**config.mk**
```make
export PLATFORM = sky130hd
export DESIGN_NAME = asr_ctrl
export DESIGN_NICKNAME = d
export VERILOG_FILES = /design/src/asr_pkg.sv /design/src/asr_ctrl.sv
export SDC_FILE = /design/constraint.sdc
export NUM_CORES = 1
export LEC_CHECK = 0
export CORE_UTILIZATION = 38
export DETAILED_ROUTE_END_ITERATION = 12
export DONT_BUFFER_PORTS = 1
export SLEW_MARGIN = 20
export SYNTH_ARGS = -nofsm -noshare
export SYNTH_HDL_FRONTEND = slang
export SYNTH_SLANG_ARGS = --single-unit
```
**constraint.sdc**
```tcl
create_clock -name I_MCLK -period 2.8 [get_ports I_MCLK]
set_input_delay 0.56 -clock I_MCLK [delete_from_list [all_inputs] [get_ports I_MCLK]]
set_output_delay 0.56 -clock I_MCLK [all_outputs]
set_load 0.05 [all_outputs]
```
**src/asr_pkg.sv**
```systemverilog
/*
  Shared constants, state codes and carriers for the controller of a
  1M x 1 asynchronous static memory.
  Assumes a single 100 MHz system clock and a memory with no clock of its own.
*/
`default_nettype none
package asr_pkg;

  localparam int ASR_ADDR_W  = 20;
  localparam int ASR_DEPTH   = 1048576;
  localparam int ASR_CLK_NS  = 10;

  // Access and write-pulse times of the fastest grade, in ns.
  localparam int ASR_T_AA_NS  = 12;
  localparam int ASR_T_ACE_NS = 12;
  localparam int ASR_T_PWE_NS = 10;
  localparam int ASR_T_SCE_NS = 10;
  localparam int ASR_T_AW_NS  = 10;
  localparam int ASR_T_SD_NS  = 7;
  localparam int ASR_T_WC_NS  = 12;

  function automatic int asr_ceil_cyc(input int ns);
    int c;
    c = (ns + ASR_CLK_NS - 1) / ASR_CLK_NS;
    return (c < 1) ? 1 : c;
  endfunction : asr_ceil_cyc

  function automatic int asr_max(input int a, input int b);
    return (a > b) ? a : b;
  endfunction : asr_max

  localparam int ASR_SYNC_STAGES = 3;
  localparam int ASR_AA_CYC      = asr_ceil_cyc(asr_max(ASR_T_AA_NS, ASR_T_ACE_NS));
  localparam int ASR_PULSE_CYC   = asr_ceil_cyc(asr_max(asr_max(ASR_T_PWE_NS, ASR_T_SCE_NS),
                                                        asr_max(ASR_T_AW_NS, ASR_T_SD_NS)));
  localparam int ASR_WC_CYC      = asr_ceil_cyc(ASR_T_WC_NS);
  localparam int ASR_RD_CYC      = ASR_AA_CYC + ASR_SYNC_STAGES;
  localparam int ASR_CNT_W       = 4;

  typedef enum logic [3:0] {
    ASR_IDLE     = 4'h1,
    ASR_RD_WAIT  = 4'h2,
    ASR_WR_SETUP = 4'h4,
    ASR_WR_PULSE = 4'h8
  } asr_state_e;

  typedef struct packed {
    logic                  write;
    logic [ASR_ADDR_W-1:0] addr;
    logic                  wdata;
  } asr_req_s;

  typedef struct packed {
    logic [ASR_ADDR_W-1:0] addr;
    logic                  ce_n;
    logic                  we_n;
    logic                  din;
  } asr_pins_s;

endpackage : asr_pkg
`default_nettype wire

```
**src/asr_ctrl.sv**
```systemverilog
/*
  Host-side controller for a 1M x 1 asynchronous static memory: takes single
  bit read and write requests and sequences address, select, write strobe and
  write data on the memory pins, returning read bits.
  Assumes the read data pin is pulled to a defined level when floated and that
  pin delays are small against the 10 ns clock period.
*/
`timescale 1ns/1ps
`default_nettype none
module asr_ctrl
  import asr_pkg::*;
#(
  parameter int RD_CYC    = ASR_RD_CYC,
  parameter int PULSE_CYC = ASR_PULSE_CYC
) (
  input  wire logic       I_MCLK,
  input  wire logic       I_SRST,
  input  wire logic       I_REQ_VALID,
  output logic            O_REQ_READY,
  input  wire asr_req_s   I_REQ,
  output logic            O_RSP_VALID,
  output logic            O_RSP_RDATA,
  output asr_pins_s       O_MEM,
  input  wire logic       I_MEM_DOUT
);

  typedef struct packed {
    asr_state_e               state;
    logic [ASR_CNT_W-1:0]     cnt;
    asr_pins_s                pins;
    logic                     rsp_valid;
    logic                     rdata;
    logic [ASR_SYNC_STAGES-1:0] sync;
  } asr_ctrl_s;

  localparam logic [ASR_CNT_W-1:0] RD_LOAD = ASR_CNT_W'(RD_CYC - 1);
  localparam logic [ASR_CNT_W-1:0] WR_LOAD = ASR_CNT_W'(PULSE_CYC - 1);
  localparam logic [ASR_CNT_W-1:0] SU_LOAD = ASR_CNT_W'(asr_max(ASR_WC_CYC - PULSE_CYC, 1) - 1);

  asr_ctrl_s s_reg;
  asr_ctrl_s s_next;

  logic rd_done;
  logic rd_stable;
  logic accept;

  // The read bit is only trusted once the last two synchroniser stages agree.
  assign rd_stable   = (s_reg.sync[1] == s_reg.sync[2]);
  assign rd_done     = (s_reg.state == ASR_RD_WAIT) && (s_reg.cnt == '0) && rd_stable;
  assign O_REQ_READY = (s_reg.state == ASR_IDLE) || rd_done;
  assign accept      = I_REQ_VALID && O_REQ_READY;

  always_comb begin
    s_next           = s_reg;
    s_next.rsp_valid = 1'b0;
    s_next.sync      = {s_reg.sync[ASR_SYNC_STAGES-2:0], I_MEM_DOUT};
    if (s_reg.cnt != '0) begin
      s_next.cnt = s_reg.cnt - ASR_CNT_W'(1);
    end
    unique case (s_reg.state)
      ASR_IDLE: begin
        s_next.pins.ce_n = 1'b1;
        s_next.pins.we_n = 1'b1;
      end
      ASR_RD_WAIT: begin
        if (rd_done) begin
          s_next.rsp_valid = 1'b1;
          s_next.rdata     = s_reg.sync[2];
          s_next.pins.ce_n = 1'b1;
          s_next.state     = ASR_IDLE;
        end
      end
      ASR_WR_SETUP: begin
        if (s_reg.cnt == '0) begin
          // Address and data have been stable for the whole set-up phase.
          s_next.pins.ce_n = 1'b0;
          s_next.pins.we_n = 1'b0;
          s_next.cnt       = WR_LOAD;
          s_next.state     = ASR_WR_PULSE;
        end
      end
      ASR_WR_PULSE: begin
        if (s_reg.cnt == '0) begin
          // Both controls rise on the same edge so the output never turns on.
          s_next.pins.ce_n = 1'b1;
          s_next.pins.we_n = 1'b1;
          s_next.state     = ASR_IDLE;
        end
      end
    endcase
    // A read that follows a read keeps select low and only moves the address.
    if (accept) begin
      s_next.pins.addr = I_REQ.addr;
      s_next.pins.we_n = 1'b1;
      if (I_REQ.write) begin
        s_next.pins.din  = I_REQ.wdata;
        s_next.pins.ce_n = 1'b1;
        s_next.cnt       = SU_LOAD;
        s_next.state     = ASR_WR_SETUP;
      end else begin
        s_next.pins.ce_n = 1'b0;
        s_next.cnt       = RD_LOAD;
        s_next.state     = ASR_RD_WAIT;
      end
    end
  end

  always_ff @(posedge I_MCLK) begin
    if (I_SRST) begin
      s_reg.state     <= ASR_IDLE;
      s_reg.cnt       <= '0;
      s_reg.pins      <= '{addr: '0, ce_n: 1'b1, we_n: 1'b1, din: 1'b0};
      s_reg.rsp_valid <= 1'b0;
      s_reg.rdata     <= 1'b0;
      s_reg.sync      <= '0;
    end else begin
      s_reg <= s_next;
    end
  end

  assign O_MEM       = s_reg.pins;
  assign O_RSP_VALID = s_reg.rsp_valid;
  assign O_RSP_RDATA = s_reg.rdata;

  // Assertions on the pin sequencing.
  // The checks below watch the registered pins, state and handshake. The memory itself has no
  // clock, so every timing limit is met by whole clock cycles: the trade is a
  // little throughput for pin timing that holds at any clock-to-pin skew
  // smaller than one period. A slower memory grade needs larger cycle counts through
  // the module parameters and ASR_WC_CYC in the package; the sequencing stays the same.
  wr_overlap_a: assert property (@(posedge I_MCLK) disable iff (I_SRST)
    !O_MEM.we_n |-> !O_MEM.ce_n)
    else $error("Write strobe low without select low.");

  wr_release_a: assert property (@(posedge I_MCLK) disable iff (I_SRST)
    $fell(O_MEM.we_n) |-> ##1 (O_MEM.we_n && O_MEM.ce_n))
    else $error("Write pulse not released on both controls together.");

  wr_data_hold_a: assert property (@(posedge I_MCLK) disable iff (I_SRST)
    !O_MEM.we_n |=> ($stable(O_MEM.din) && $stable(O_MEM.addr)))
    else $error("Write data or address moved at the end of the write.");

  wr_setup_a: assert property (@(posedge I_MCLK) disable iff (I_SRST)
    $fell(O_MEM.we_n) |-> ($stable(O_MEM.din) && $stable(O_MEM.addr) && $past(O_MEM.ce_n)))
    else $error("Write started without settled address and data.");

  // While selected the address may only move on the edge that takes a new read,
  // so a read in flight never sees its address slip underneath it.
  rd_addr_first_a: assert property (@(posedge I_MCLK) disable iff (I_SRST)
    (!O_MEM.ce_n && $changed(O_MEM.addr)) |-> $past(accept && !I_REQ.write))
    else $error("Read address moved while a read was in flight.");

  rd_answer_a: assert property (@(posedge I_MCLK) disable iff (I_SRST)
    (accept && !I_REQ.write) |-> ##[1:16] O_RSP_VALID)
    else $error("Read answer did not arrive in time.");

  rd_data_a: assert property (@(posedge I_MCLK) disable iff (I_SRST)
    O_RSP_VALID |-> (O_RSP_RDATA == $past(s_reg.sync[2]) && $past(!O_MEM.ce_n && O_MEM.we_n)))
    else $error("Read bit not taken from a selected read.");

  // A read in flight keeps select low and the strobe high until its bit is taken.
  rd_sel_held_a: assert property (@(posedge I_MCLK) disable iff (I_SRST)
    (s_reg.state == ASR_RD_WAIT) |-> (!O_MEM.ce_n && O_MEM.we_n))
    else $error("Select or strobe moved during a read.");

  // Between requests the memory is left deselected so that it drops into standby.
  idle_desel_a: assert property (@(posedge I_MCLK) disable iff (I_SRST)
    (s_reg.state == ASR_IDLE) |-> (O_MEM.ce_n && O_MEM.we_n))
    else $error("Memory left selected while idle.");

  // Address and data must not move during the set-up phase of a write.
  wr_setup_hold_a: assert property (@(posedge I_MCLK) disable iff (I_SRST)
    (s_reg.state == ASR_WR_SETUP) |=> ($stable(O_MEM.din) && $stable(O_MEM.addr)))
    else $error("Write address or data moved during set-up.");

  // The strobe stays low for exactly the configured pulse length.
  wr_pulse_len_a: assert property (@(posedge I_MCLK) disable iff (I_SRST)
    $rose(O_MEM.we_n) |-> (!$past(O_MEM.we_n, PULSE_CYC) && $past(O_MEM.we_n, PULSE_CYC + 1)))
    else $error("Write pulse length differs from the configured length.");

  // A read answer is a single-cycle pulse.
  rsp_pulse_a: assert property (@(posedge I_MCLK) disable iff (I_SRST)
    O_RSP_VALID |=> !O_RSP_VALID)
    else $error("Read answer held for more than one cycle.");

  // Cover points for the main traffic shapes: a write pulse, a read answer,
  // reads back to back with select held, and a read right after a write.
  wr_cov_c:   cover property (@(posedge I_MCLK) disable iff (I_SRST) $fell(O_MEM.we_n));
  wr_rd_c:    cover property (@(posedge I_MCLK) disable iff (I_SRST)
    ($rose(O_MEM.we_n) ##1 (accept && !I_REQ.write)));
  rd_cov_c:   cover property (@(posedge I_MCLK) disable iff (I_SRST) O_RSP_VALID);
  rd_b2b_c:   cover property (@(posedge I_MCLK) disable iff (I_SRST)
    (rd_done && accept && !I_REQ.write));

endmodule : asr_ctrl
`default_nettype wire

```
Word level (Yosys, flattened, before mapping):

Index checks and enable logic that the tools add are counted.

* add/sub/neg operators: 1
* eq/ne operators: 10
* mux-type cells: 16
* bitwise logic cells: 1
* reduce and logical (&&, ||, !) cells: 15

Operators by type and width (number)
* 31-bit 2-to-1 mux: 1
* 4-bit 2-to-1 mux: 4
* 4-bit one-hot mux with 3 select lines: 1
* 3-bit != test, second input constant: 3
* 8-bit 2-to-1 mux: 1
* 4-bit nonzero test: 2
* 7-bit 2-to-1 mux: 1
* 2-bit 2-to-1 mux: 3
* 3-bit AND reduction: 2
* 4-bit by 1-bit equality test with 1-bit output, second input constant: 1
* 4-bit by 2-bit equality test with 1-bit output, second input constant: 1
* 4-bit by 3-bit equality test with 1-bit output, second input constant: 1
* 4-bit equality test, second input constant: 1
* 4-bit zero test: 1
* 2-bit != test, second input constant: 2
* 1-bit one-hot mux with 4 select lines: 1
* 2-bit AND reduction: 2
* 4-bit AND reduction: 1
* 2-bit OR reduction: 2
* 4-bit by 1-bit subtractor with 4-bit output, second input constant: 1
* 1-bit logical AND: 3
* 1-bit 2-to-1 mux: 3
* 1-bit one-hot mux with 3 select lines: 1
* 3-bit nonzero test: 1
* other kinds (3): 3

* register bits: 36
* input bits: 26
* output and inout port bits: 26
* word-level logic and storage cells: 52

Depth between registers and ports, before layout:

Gate-level depths: netlist of run 1.

* depth after elaboration: 7
* gate-level depth with buffers: 9
* mapped depth without buffers: 8

Worst setup path before layout of run 1:

OpenSTA, ideal clock, no wires.

* kind: flip-flop to output port
* start: reg s_reg[28] in the netlist's numbering
* end: out O_REQ_READY
* data arrival time: 2295 ps
* required time: 2240 ps
* setup slack: -55 ps
* cell stages (with the launch flop): 7
* path buffers: 0
* cells stage by stage: dfxtp_1 inv_1 ha_1 nor3b_4 inv_2 o31a_1 nor3_1

* longest elaborated chain between the ends: 4

Ends and longest elaborated chain
* start, declared: RTL line asr_ctrl.sv:40 `asr_ctrl_s s_reg;`
* start signal, assigned: RTL line asr_ctrl.sv:117 `s_reg <= s_next;`
* 4-bit zero test: RTL line asr_ctrl.sv:49 `assign rd_done = (s_reg.state == ASR_RD_WAIT) && (s_reg.cnt == '0) && rd_stable;`
* 1-bit logical AND (2 in a row): RTL line asr_ctrl.sv:49
* 1-bit logical OR: RTL line asr_ctrl.sv:50 `assign O_REQ_READY = (s_reg.state == ASR_IDLE) || rd_done;`
* end, declared: RTL line asr_ctrl.sv:19 `output logic O_REQ_READY,`

No other way between the ends.

Final worst setup path of run 1:

Ends and elaborated chain as after synthesis.

==> results of run 1 <==
[logic make-up (layout without fill, tap and decap cells)]
| kind of cell | count (synthesis) | after routing | synth area share (%) |
|---|---|---|---|
| DFF | 36 | 36 | 43.6 |
| buffers and inverters | 43 | 19 | 15.5 |
| xor gates and xnor gates | 1 | 1 | 0.530 |
| and+or+nand+nor | 80 | 80 | 23.3 |
| adders and majority gates | 2 | 2 | 1.51 |
| AOI/OAI and AO/OA | 45 | 45 | 15.5 |
[layout make-up]
type	instances	area, um2	area share [%]
Inverter	7	26.3	1.64
Tap cell	50	62.6	3.90
Sequential cell	36	721	44.9
Clock buffer	6	72.6	4.52
Timing Repair Buffer	5	37.5	2.34
Multi-Input combinational cell	128	679	42.4
Clock inverter	1	5.00	0.312
[critical path, delay by kind of cell (launching register included)]
family	cells	cell delay, ps
flops	1	310
fa+ha+maj	1	210
buf+inv	3	410
compound gates	1	370
simple gates	2	420
[where the power goes]
part | leakage [nW] | internal [W] | switching (W) | total (W)
Sequential | 0.295 | 0.000614 | 0.000323 | 0.000937
Clock | 0.0410 | 0.000169 | 0.000167 | 0.000336
Combinational | 0.257 | 0.000228 | 0.000335 | 0.000563
[placed cells by master (no fill, tap or decap)]
cell       Yosys  final
nand2_1       43     43
dfxtp_1       36     36
a21oi_1       29     29
nor2_1        10     10
nor3_1         9      8
o21ai_0        7      7
inv_1          6      6
nand2b_1       5      5
clkbuf_8       0      5
buf_4         24      5
nor2b_1        3      3
nand3_1        3      3
a2111oi_0      2      2
or3_1          2      2
ha_1           2      2
nor3b_4        1      1
inv_2          1      1
xor2_1         1      1
o31a_1         1      1
nor3_2         0      1
nor4_4         1      1
nand3b_1       1      1
o21a_1         1      1
a22oi_1        1      1
nor4b_1        1      1
a211o_1        1      1
a221o_1        1      1
a21bo_2        1      1
a31oi_1        1      1
nor4_1         1      1
clkinv_2       0      1
clkbuf_1       7      1
[worst max-delay path by stage]
stage                     startpoint           to  slack (ps)
after floorplan            s_reg[28]  O_REQ_READY         370
after global placement     s_reg[28]    O_MEM[12]         540
after detailed placement   s_reg[28]     O_MEM[9]         490
after CTS                  s_reg[28]  O_REQ_READY         210
after global routing       s_reg[28]  O_REQ_READY          80
final                      s_reg[28]  O_REQ_READY         240
[through the flow]
step / utilization (%) / hold WS [ps] / instances / instance area, um2 / setup WS (ps)
after floorplan: - / 414 / 207 / 1660 / 373
after global placement: 37.4 / 425 / 226 / 1530 / 536
after detailed placement: 37.4 / 423 / 226 / 1530 / 487
after CTS: 39.3 / 330 / 233 / 1600 / 205
after global routing: 39.3 / 330 / 233 / 1600 / 76.5
final: 39.3 / 340 / 233 / 1600 / 237
[layer usage]
metal  track usage (%)  vias up  wire [um]
met2              22.3       43       1440
met1              17.2      526       1380
met5                 0        -          0
met3              5.67        5        270
met4              6.77        0         33
li1                  -      616          -
==> results.md, run 1 <==
- Status: finished, final reports clean
- Crit path launch type: flip-flop
- CP max-delay cell: o31a_1
- RSZ-0062 raised after global routing: no
- CP max FO: 7
- TritonCTS Buffers: 5
- Root buf cell: clkbuf_8
- Die Wd: 67.9 um
- Worst setup EP type: output pin
- Post-route minimum period: 2560 ps
- Cells after Synth: 207
- Max-Slew Margin vs Limit: 64.6%
- Synth top area share: 43.6%
- Max clock buf depth: 2
- Fillers: 445
- Max Cap Viol: 0
- Core area: 4090 um2
- Area of the mapped netlist: 1650 um2
- GRT Util Overall: 14.4%
- Delay of the slowest cell on the worst path: 370 ps
- Dpl hpwl: 2240 um
- Syn Nets: 235
- Leakage: 0.593 nW
- Synth area leader: dfxtp_1
- Worst-Margin Slew: 528 ps
- Max FFs per register: 23
- P&R area growth vs syn: -2.88%
- Site row count: 23
- Worst r2r src: s_reg[28]
- Worst skew pair latency: 280 ps
- Number of top-level pins: 52
- Initial antenna violation count: 0
- Reg2Reg Depth: 9
- Post-cts sizing count: 0
- Pin count of the biggest net entering global routing: 36
- DR vias: 1190
- # clock sinks: 36
- Ys flop type: dfxtp_1
- EDFF count, synth: 0
- FF-to-FF setup slack: 500 ps
- Vias in the first global route: 1030
- Top-count cell post-synth: nand2_1
- # diodes: 0
- CP Class: reg2out
- Nets@finish: 211
- Hold path endpoint: O_MEM[20]
- Initial Utilization: 40.4%
- Clock-pin slew on the worst setup and hold paths: 70 ps
- Flops & latches, synth: 36
- PortBufs: 0
- Drt wl/cell: 13.4 um
- Final wirelength: 3120 um
- Period Utilization, post-route: 91.5%
- Seq/Total Area, Yosys: 43.6%
- CTS tree: built
- Sum of negative setup slack: 0 ps
- Commonest cells post-synth: nand2_1, dfxtp_1, a21oi_1
- Yosys cell types: 31
- R2r endpoint: O_MEM[9]
- Routability Congestion: 0.830
- # DRC: 0
- DRT iter0 DRCs: 43
- Worst min path class: in2reg
- # H-tree levels: 2
- Die Area: 4610 um2
- Avg Inst Size Synth: 7.98 um2
- Total gr overflow: 0
- Post-CTS Hold Fix Bufs: 0
- Data arrival, critical path: 2000 ps
- ANT nets after route: 0
- CP Data Required Time: 2240 ps
- Hold Crit Start: I_SRST
- Final setup viols: 0
- Post-synthesis async set-or-reset flop share: 0%
- Drt via density: 5.11
- Max VDD drop: 399 uV
- Drt pass-1 iters: 4
- Share of cells above drive strength 1: 8.74%
- Top cells by area, synth: dfxtp_1, buf_4, nand2_1, a21oi_1, nor3_1
- Final hold vios: 0
- Power after layout: 0.00184 W
- Synth warn: 0
- First-pass GRT wire length: 4820 um
- Fmax: 390 MHz
- CP cell instances: inv_1, ha_1, nor3b_4, inv_2, o31a_1, nor3_2, buf_4
- Post-CTS Setup Inserts: 0
- Skew final: 3.85 ps
- PD cells: 1140 nW/um2
- Die Y: 67.9 um
- Hold path cells: 1
- Pins Over Slew Limit: 0
No activity file was read; power rests on OpenSTA's default activity.
==> inputs of run 2 (changes only) <==
--- a/config.mk
+++ b/config.mk
@@ -5,9 +5,12 @@
 export SDC_FILE = /design/constraint.sdc
 export NUM_CORES = 1
 export LEC_CHECK = 0
+export CELL_PAD_IN_SITES_DETAIL_PLACEMENT = 0
+export CELL_PAD_IN_SITES_GLOBAL_PLACEMENT = 1
 export CORE_UTILIZATION = 38
 export DETAILED_ROUTE_END_ITERATION = 12
 export DONT_BUFFER_PORTS = 1
+export PLACE_DENSITY_LB_ADDON = 0.1
 export SLEW_MARGIN = 20
 export SYNTH_ARGS = -nofsm -noshare
 export SYNTH_HDL_FRONTEND = slang
==> run 2 against run 1 <==
Effect of this change: first-iteration DRC count rose by 28%; critical endpoint unchanged; worst setup slack improved by 49 ps; largest power group unchanged; core utilization fell by 0.37 points.
==> results.md, run 2 (synthesis results as in run 1) <==
- Share of cells above drive strength 1: 7.73% (-1.0 points)
- Final wirelength: 3130 um (+0.42%)
- Delay of the slowest cell on the worst path: 360 ps (about the same)
- Worst min path class: in2reg
- PD cells: 1150 nW/um2 (about the same)
- Pins Over Slew Limit: 0 (unchanged)
- Sum of negative setup slack: 0 ps (unchanged)
- Worst-Margin Slew: 526 ps (-1.95 ps)
- Clock-pin slew on the worst setup and hold paths: 60 ps (about the same)
- Final hold slack: 348 ps (+7.37 ps)
- P&R area growth vs syn: -3.79%
- Site row count: 23 (unchanged)
- Hold path cells: 1 (unchanged)
- CP cell instances: inv_1, ha_1, nor3b_4, inv_2, o31a_1, nor3_2, buf_4
- CP max-delay cell: o31a_1
- Reg power frac: 51.6% (+0.6 points)
- Combinational power share: 30.0% (-0.6 points)
- Data arrival, critical path: 1950 ps (-50 ps)
- Fin util: 38.9% (-0.37 points)
- Placed Cells: 224 (-0.88%)
- Post-route setup slack: 286 ps (+49.0 ps)
- Dpl hpwl: 2100 um (-6.1%)
- CP max FO: 7 (unchanged)
- Post-CTS Setup Inserts: 0 (unchanged)
- TritonCTS Buffers: 5 (unchanged)
- CP top delay family: buffers and inverters
- Die Wd: 67.9 um (unchanged)
- Leakage: 0.582 nW (-1.7%)
- Max-Slew Margin vs Limit: 64.9% (+0.35 points)
- Final non-filler cell total: 231 (-0.86%)
- GRT Util Overall: 14.3% (-0.10 points)
- Max clock buf depth: 2 (unchanged)
- Sw Share: 45.3% (+0.31 points)
- Register Area: 721 um2 (unchanged)
- Initial Utilization: 40.4% (unchanged)
- Post-cts sizing count: 0 (unchanged)
- Final setup viols: 0 (unchanged)
- Core area: 4090 um2 (unchanged)
- CP Class: reg2out
- Max FFs per register: 23 (unchanged)
- Worst skew pair latency: 270 ps (about the same)
- Fmax: 398 MHz (+1.9%)
- Buf/Inv on CP: 3 (unchanged)
- Total gr overflow: 0 (unchanged)
- Period Utilization, post-route: 89.8% (-1.7 points)
- Max VDD drop: 368 uV (-7.7%)
- Critical Path Stages: 7 (unchanged)
- ANT nets after route: 0 (unchanged)
- Die Y: 67.9 um (unchanged)
- Worst setup EP type: output pin
- Root buf cell: clkbuf_8
- NetSw: 0.000824 W (-0.17%)
- Area of the multi-input gates: 679 um2 (unchanged)
- Routability Congestion: 0.709 (-15%)
- Drt wl/cell: 13.6 um (+1.3%)
- Die Area: 4610 um2 (unchanged)
- Initial antenna violation count: 0 (unchanged)
- Reg2Reg Depth: 9 (unchanged)
- # H-tree levels: 2 (unchanged)
- Crit path launch type: flip-flop
- Max Cap Viol: 0 (unchanged)
- Drt pass-1 iters: 4 (unchanged)
- Setup WS pre-CTS: 573 ps (+86.0 ps)
- # clock sinks: 36 (unchanged)
- Vias in the first global route: 1086 (+5.4%)
- Status: finished, final reports clean
- RSZ-0062 raised after global routing: no
- Internal: 0.000996 W (-1.4%)
- Skew final: 1.89 ps (-1.96 ps)
- Drt via density: 5.10 (about the same)
- Pin count of the biggest net entering global routing: 36 (unchanged)
- Fillers: 458 (+2.9%)
- Commonest non-fill, non-tap cell in the layout: nand2_1
- DR vias: 1179 (-0.92%)
- Clock share of power: 18.4% (about the same)
- Post-CTS Hold Fix Bufs: 0 (unchanged)
- Most frequent cells in the layout: nand2_1, dfxtp_1, a21oi_1
- DRT iter0 DRCs: 55 (+28%)
- Number of top-level pins: 52 (unchanged)
- Final hold vios: 0 (unchanged)
- # DRC: 0 (unchanged)
- PortBufs: 0 (unchanged)
- Nets@finish: 209 (-0.95%)
- # diodes: 0 (unchanged)
- Post-route minimum period: 2510 ps (-49.0 ps)
- CTS tree: built
- CP Data Required Time: 2240 ps (about the same)
- First-pass GRT wire length: 4810 um (-0.29%)
-- run 2: changes by cell type in the layout (fill, tap and decap cells not counted) --
| cell | previous run | this run |
|---|---|---|
| buf_4 | 5 | 3 |
-- run 2: worst reg2reg max path, cell delays in order (launching register included) --
cell and delay (ps):
dfxtp_1 310, inv_1 70, ha_1 200, nor3b_4 290
inv_2 120, o31a_1 370, nor4_4 150, buf_4 350
a21oi_1 140, o21a_1 120
-- run 2: worst paths after layout --
| path | endpoint | slack (ps) | startpoint |
|---|---|---|---|
| setup / recovery | O_REQ_READY | 290 | s_reg[28] |
| hold reg to reg | s_next[2] | 450 | s_next[1] |
| setup reg to reg | s_reg[30] | 590 | s_reg[28] |
| hold / removal | s_next[1] | 350 | I_SRST |
-- run 2: power groups by stage --
| stage | combinational, W | sequential, W | clock, W |
|---|---|---|---|
| 2_1_floorplan | 0.000812 | 0.000668 | 0 |
| 3_3_place_gp | 0.000541 | 0.000948 | 0 |
| 3_5_place_dp | 0.000550 | 0.000950 | 0 |
| 4_1_cts | 0.000552 | 0.000939 | 0.000357 |
| 5_1_grt | 0.000623 | 0.000956 | 0.000380 |
| 6_report | 0.000546 | 0.000939 | 0.000335 |
-- run 2: layout make-up --
class                      count  share of cell area [%]
clock inverter                 1                   0.315
sequential                    36                    45.4
timing repair buffer           3                    1.42
inverter                       7                    1.65
tap                           50                    3.94
multi-input combinational    128                    42.8
clock buffer                   6                    4.57
-- run 2: per-stage QoR --
stage               power, W  instance area (um2)
floorplan            0.00148                 1660
global placement     0.00149                 1510
detailed placement   0.00150                 1510
CTS                  0.00185                 1590
global route         0.00196                 1590
finish               0.00182                 1590
-- run 2: routing by layer --
| layer | track usage (%) | share of wire (%) | up-vias | routed length, um |
|---|---|---|---|---|
| li1 | - | - | 608 | - |
| met1 | 17.6 | 45 | 530 | 1410 |
| met2 | 21.8 | 47 | 39 | 1460 |
| met3 | 7.00 | 8.1 | 2 | 255 |
| met4 | 3.91 | 0.32 | 0 | 10 |
| met5 | 0 | 0 | - | 0 |
==> inputs of run 3 (changes only) <==
--- a/config.mk
+++ b/config.mk
@@ -5,12 +5,14 @@
 export SDC_FILE = /design/constraint.sdc
 export NUM_CORES = 1
 export LEC_CHECK = 0
+export ABC_CLOCK_PERIOD_IN_PS = 2800
 export CELL_PAD_IN_SITES_DETAIL_PLACEMENT = 0
 export CELL_PAD_IN_SITES_GLOBAL_PLACEMENT = 1
 export CORE_UTILIZATION = 38
 export DETAILED_ROUTE_END_ITERATION = 12
 export DONT_BUFFER_PORTS = 1
 export PLACE_DENSITY_LB_ADDON = 0.1
+export RECOVER_POWER = 50
 export SLEW_MARGIN = 20
 export SYNTH_ARGS = -nofsm -noshare
 export SYNTH_HDL_FRONTEND = slang
==> run 3 against run 2 <==
Effect of this change: critical path depth did not move; count of clock-buffer cells in the layout did not move; combinational power fell by 0.9%; maximum frequency barely moved; first-iteration DRC count fell by 1.8%; hold slack barely moved; worst setup slack improved by 1.4 ps; routed wire length fell by 0.73%; sequential share of layout area rose by 0.071 points; via count did not move; clock power barely moved; critical endpoint unchanged; largest cell class unchanged.
==> results.md, run 3 (synthesis results as in run 1) <==
- Status: finished, final reports clean
- CP Data Required Time: 2240 ps (about the same)
- # clock sinks: 36 (unchanged)
- Die Y: 67.9 um (unchanged)
- Leakage: 0.582 nW (-0.12%)
- Nets@finish: 209 (unchanged)
- Final non-filler cell total: 231 (unchanged)
- Fillers: 459 (+0.22%)
- Share of cells above drive strength 1: 7.73% (unchanged)
- Top sig layer: met4
- ANT nets after route: 0 (unchanged)
- Period Utilization, post-route: 89.7% (about the same)
- Max FFs per register: 23 (unchanged)
- Met3 WL post-DR: 248 um (-2.7%)
- Max clock buf depth: 2 (unchanged)
- Most frequent cells in the layout: nand2_1, dfxtp_1, a21oi_1
- CP max-delay cell: o31a_1
- Initial antenna violation count: 0 (unchanged)
- Final setup viols: 0 (unchanged)
- Skew final: 1.88 ps (-0.0103 ps)
- Post-route minimum period: 2510 ps (-1.38 ps)
- Core area: 4090 um2 (unchanged)
- Root buf cell: clkbuf_8
- Max Cap Viol: 0 (unchanged)
- # H-tree levels: 2 (unchanged)
- Total gr overflow: 0 (unchanged)
- CP top delay family: buffers and inverters
- Dpl hpwl: 2100 um (unchanged)
- CTS tree: built
- DR vias: 1179 (unchanged)
- Clock-pin slew on the worst setup and hold paths: 60 ps (about the same)
- Max-Slew Margin vs Limit: 59.0% (-5.9 points)
- Die Wd: 67.9 um (unchanged)
- Sum of negative setup slack: 0 ps (unchanged)
- Pins Over Slew Limit: 0 (unchanged)
- # diodes: 0 (unchanged)
- PortBufs: 0 (unchanged)
- RSZ-0062 raised after global routing: no
- First-pass GRT wire length: 4810 um (unchanged)
- Max VDD drop: 368 uV (about the same)
- Die Area: 4610 um2 (unchanged)
- CP cell instances: inv_1, ha_1, nor3b_4, inv_2, o31a_1, nor3_2, buf_4
- Vias in the first global route: 1086 (unchanged)
- # DRC: 0 (unchanged)
- Met1 wire length: 1410 um (+0.36%)
- Pin count of the biggest net entering global routing: 36 (unchanged)
- Number of top-level pins: 52 (unchanged)
- TritonCTS Buffers: 5 (unchanged)
- Placed Cells: 224 (unchanged)
- GRT Util Overall: 14.3% (unchanged)
- Worst skew pair latency: 270 ps (about the same)
- Worst min path class: in2reg
- Data arrival, critical path: 1950 ps (about the same)
- PD cells: 1140 nW/um2 (about the same)
- Site row count: 23 (unchanged)
- Drt via density: 5.10 (unchanged)
- Fmax: 398 MHz (about the same)
- Delay of the slowest cell on the worst path: 360 ps (about the same)
- Power after layout: 0.00182 W (-0.22%)
- Post-cts sizing count: 0 (unchanged)
- Final hold vios: 0 (unchanged)
- Drt wl/cell: 13.5 um (-0.73%)
- Initial Utilization: 40.4% (unchanged)
- Crit path launch type: flip-flop
- Drt pass-1 iters: 4 (unchanged)
- Post-CTS Hold Fix Bufs: 0 (unchanged)
- Worst-Margin Slew: 615 ps (+89.5 ps)
- Post-CTS Setup Inserts: 0 (unchanged)
- Routability Congestion: 0.709 (unchanged)
- Final wirelength: 3110 um (-0.73%)
- DRT iter0 DRCs: 54 (-1.8%)
- Met2 WL post-DR: 1440 um (-1.4%)
- CP max FO: 7 (unchanged)
- Buf/Inv on CP: 3 (unchanged)
- Commonest non-fill, non-tap cell in the layout: nand2_1
- Worst setup EP type: output pin
- CP Class: reg2out
- P&R area growth vs syn: -3.94%
==> run 3: cell types whose count changed in the layout (fill, tap and decap cells not counted), sizes merged <==
cell / previous run / this run
buf: 3 / 2
clkbuf: 6 / 7
==> run 3: worst register-to-register path: cells and delay by family, from the launching register on <==
kind | cells | cell delay, ps
buf+inv | 3 | 730
flops | 1 | 310
fa+ha+maj | 1 | 200
compound gates | 3 | 670
simple gates | 2 | 430
==> run 3: power by group <==
part           switching, W  internal (W)
logic              0.000332      0.000210
registers          0.000325      0.000614
clock network      0.000167      0.000169
==> run 3: cell type report <==
cell class	count	area, um2	area share [%]
clock buffer	6	72.6	4.57
clock inverter	1	5.00	0.315
multi-input combinational	128	679	42.8
timing repair buffer	3	20.0	1.26
tap	50	62.6	3.94
sequential	36	721	45.4
inverter	7	26.3	1.66
==> run 3: final timing paths <==
path / startpoint / to / slack (ps) / depth (start not counted)
worst max-delay path: s_reg[28] / O_REQ_READY / 290 / 7
worst min-delay path: I_SRST / s_next[1] / 350 / 1
worst max register to register: s_reg[28] / s_reg[30] / 350 / 9
worst min register to register: s_next[1] / s_next[2] / 450 / 1
==> run 3: metal layers <==
layer / global-route usage, % / vias to the layer above
met2: 21.8 / 40
met3: 7.00 / 2
li1: - / 610
met1: 17.6 / 527
met5: 0 / -
met4: 3.91 / 0
==> run 3: per-stage QoR <==
stage / utilization (%) / setup slack [ps] / hold slack [ps] / instance area [um2]
6_report: 38.8 / 287 / 348 / 1590
3_5_place_dp: 37.0 / 573 / 442 / 1510
3_3_place_gp: 37.0 / 620 / 426 / 1510
4_1_cts: 38.9 / 259 / 330 / 1590
5_1_grt: 38.8 / 100 / 319 / 1590
2_1_floorplan: - / 373 / 414 / 1660
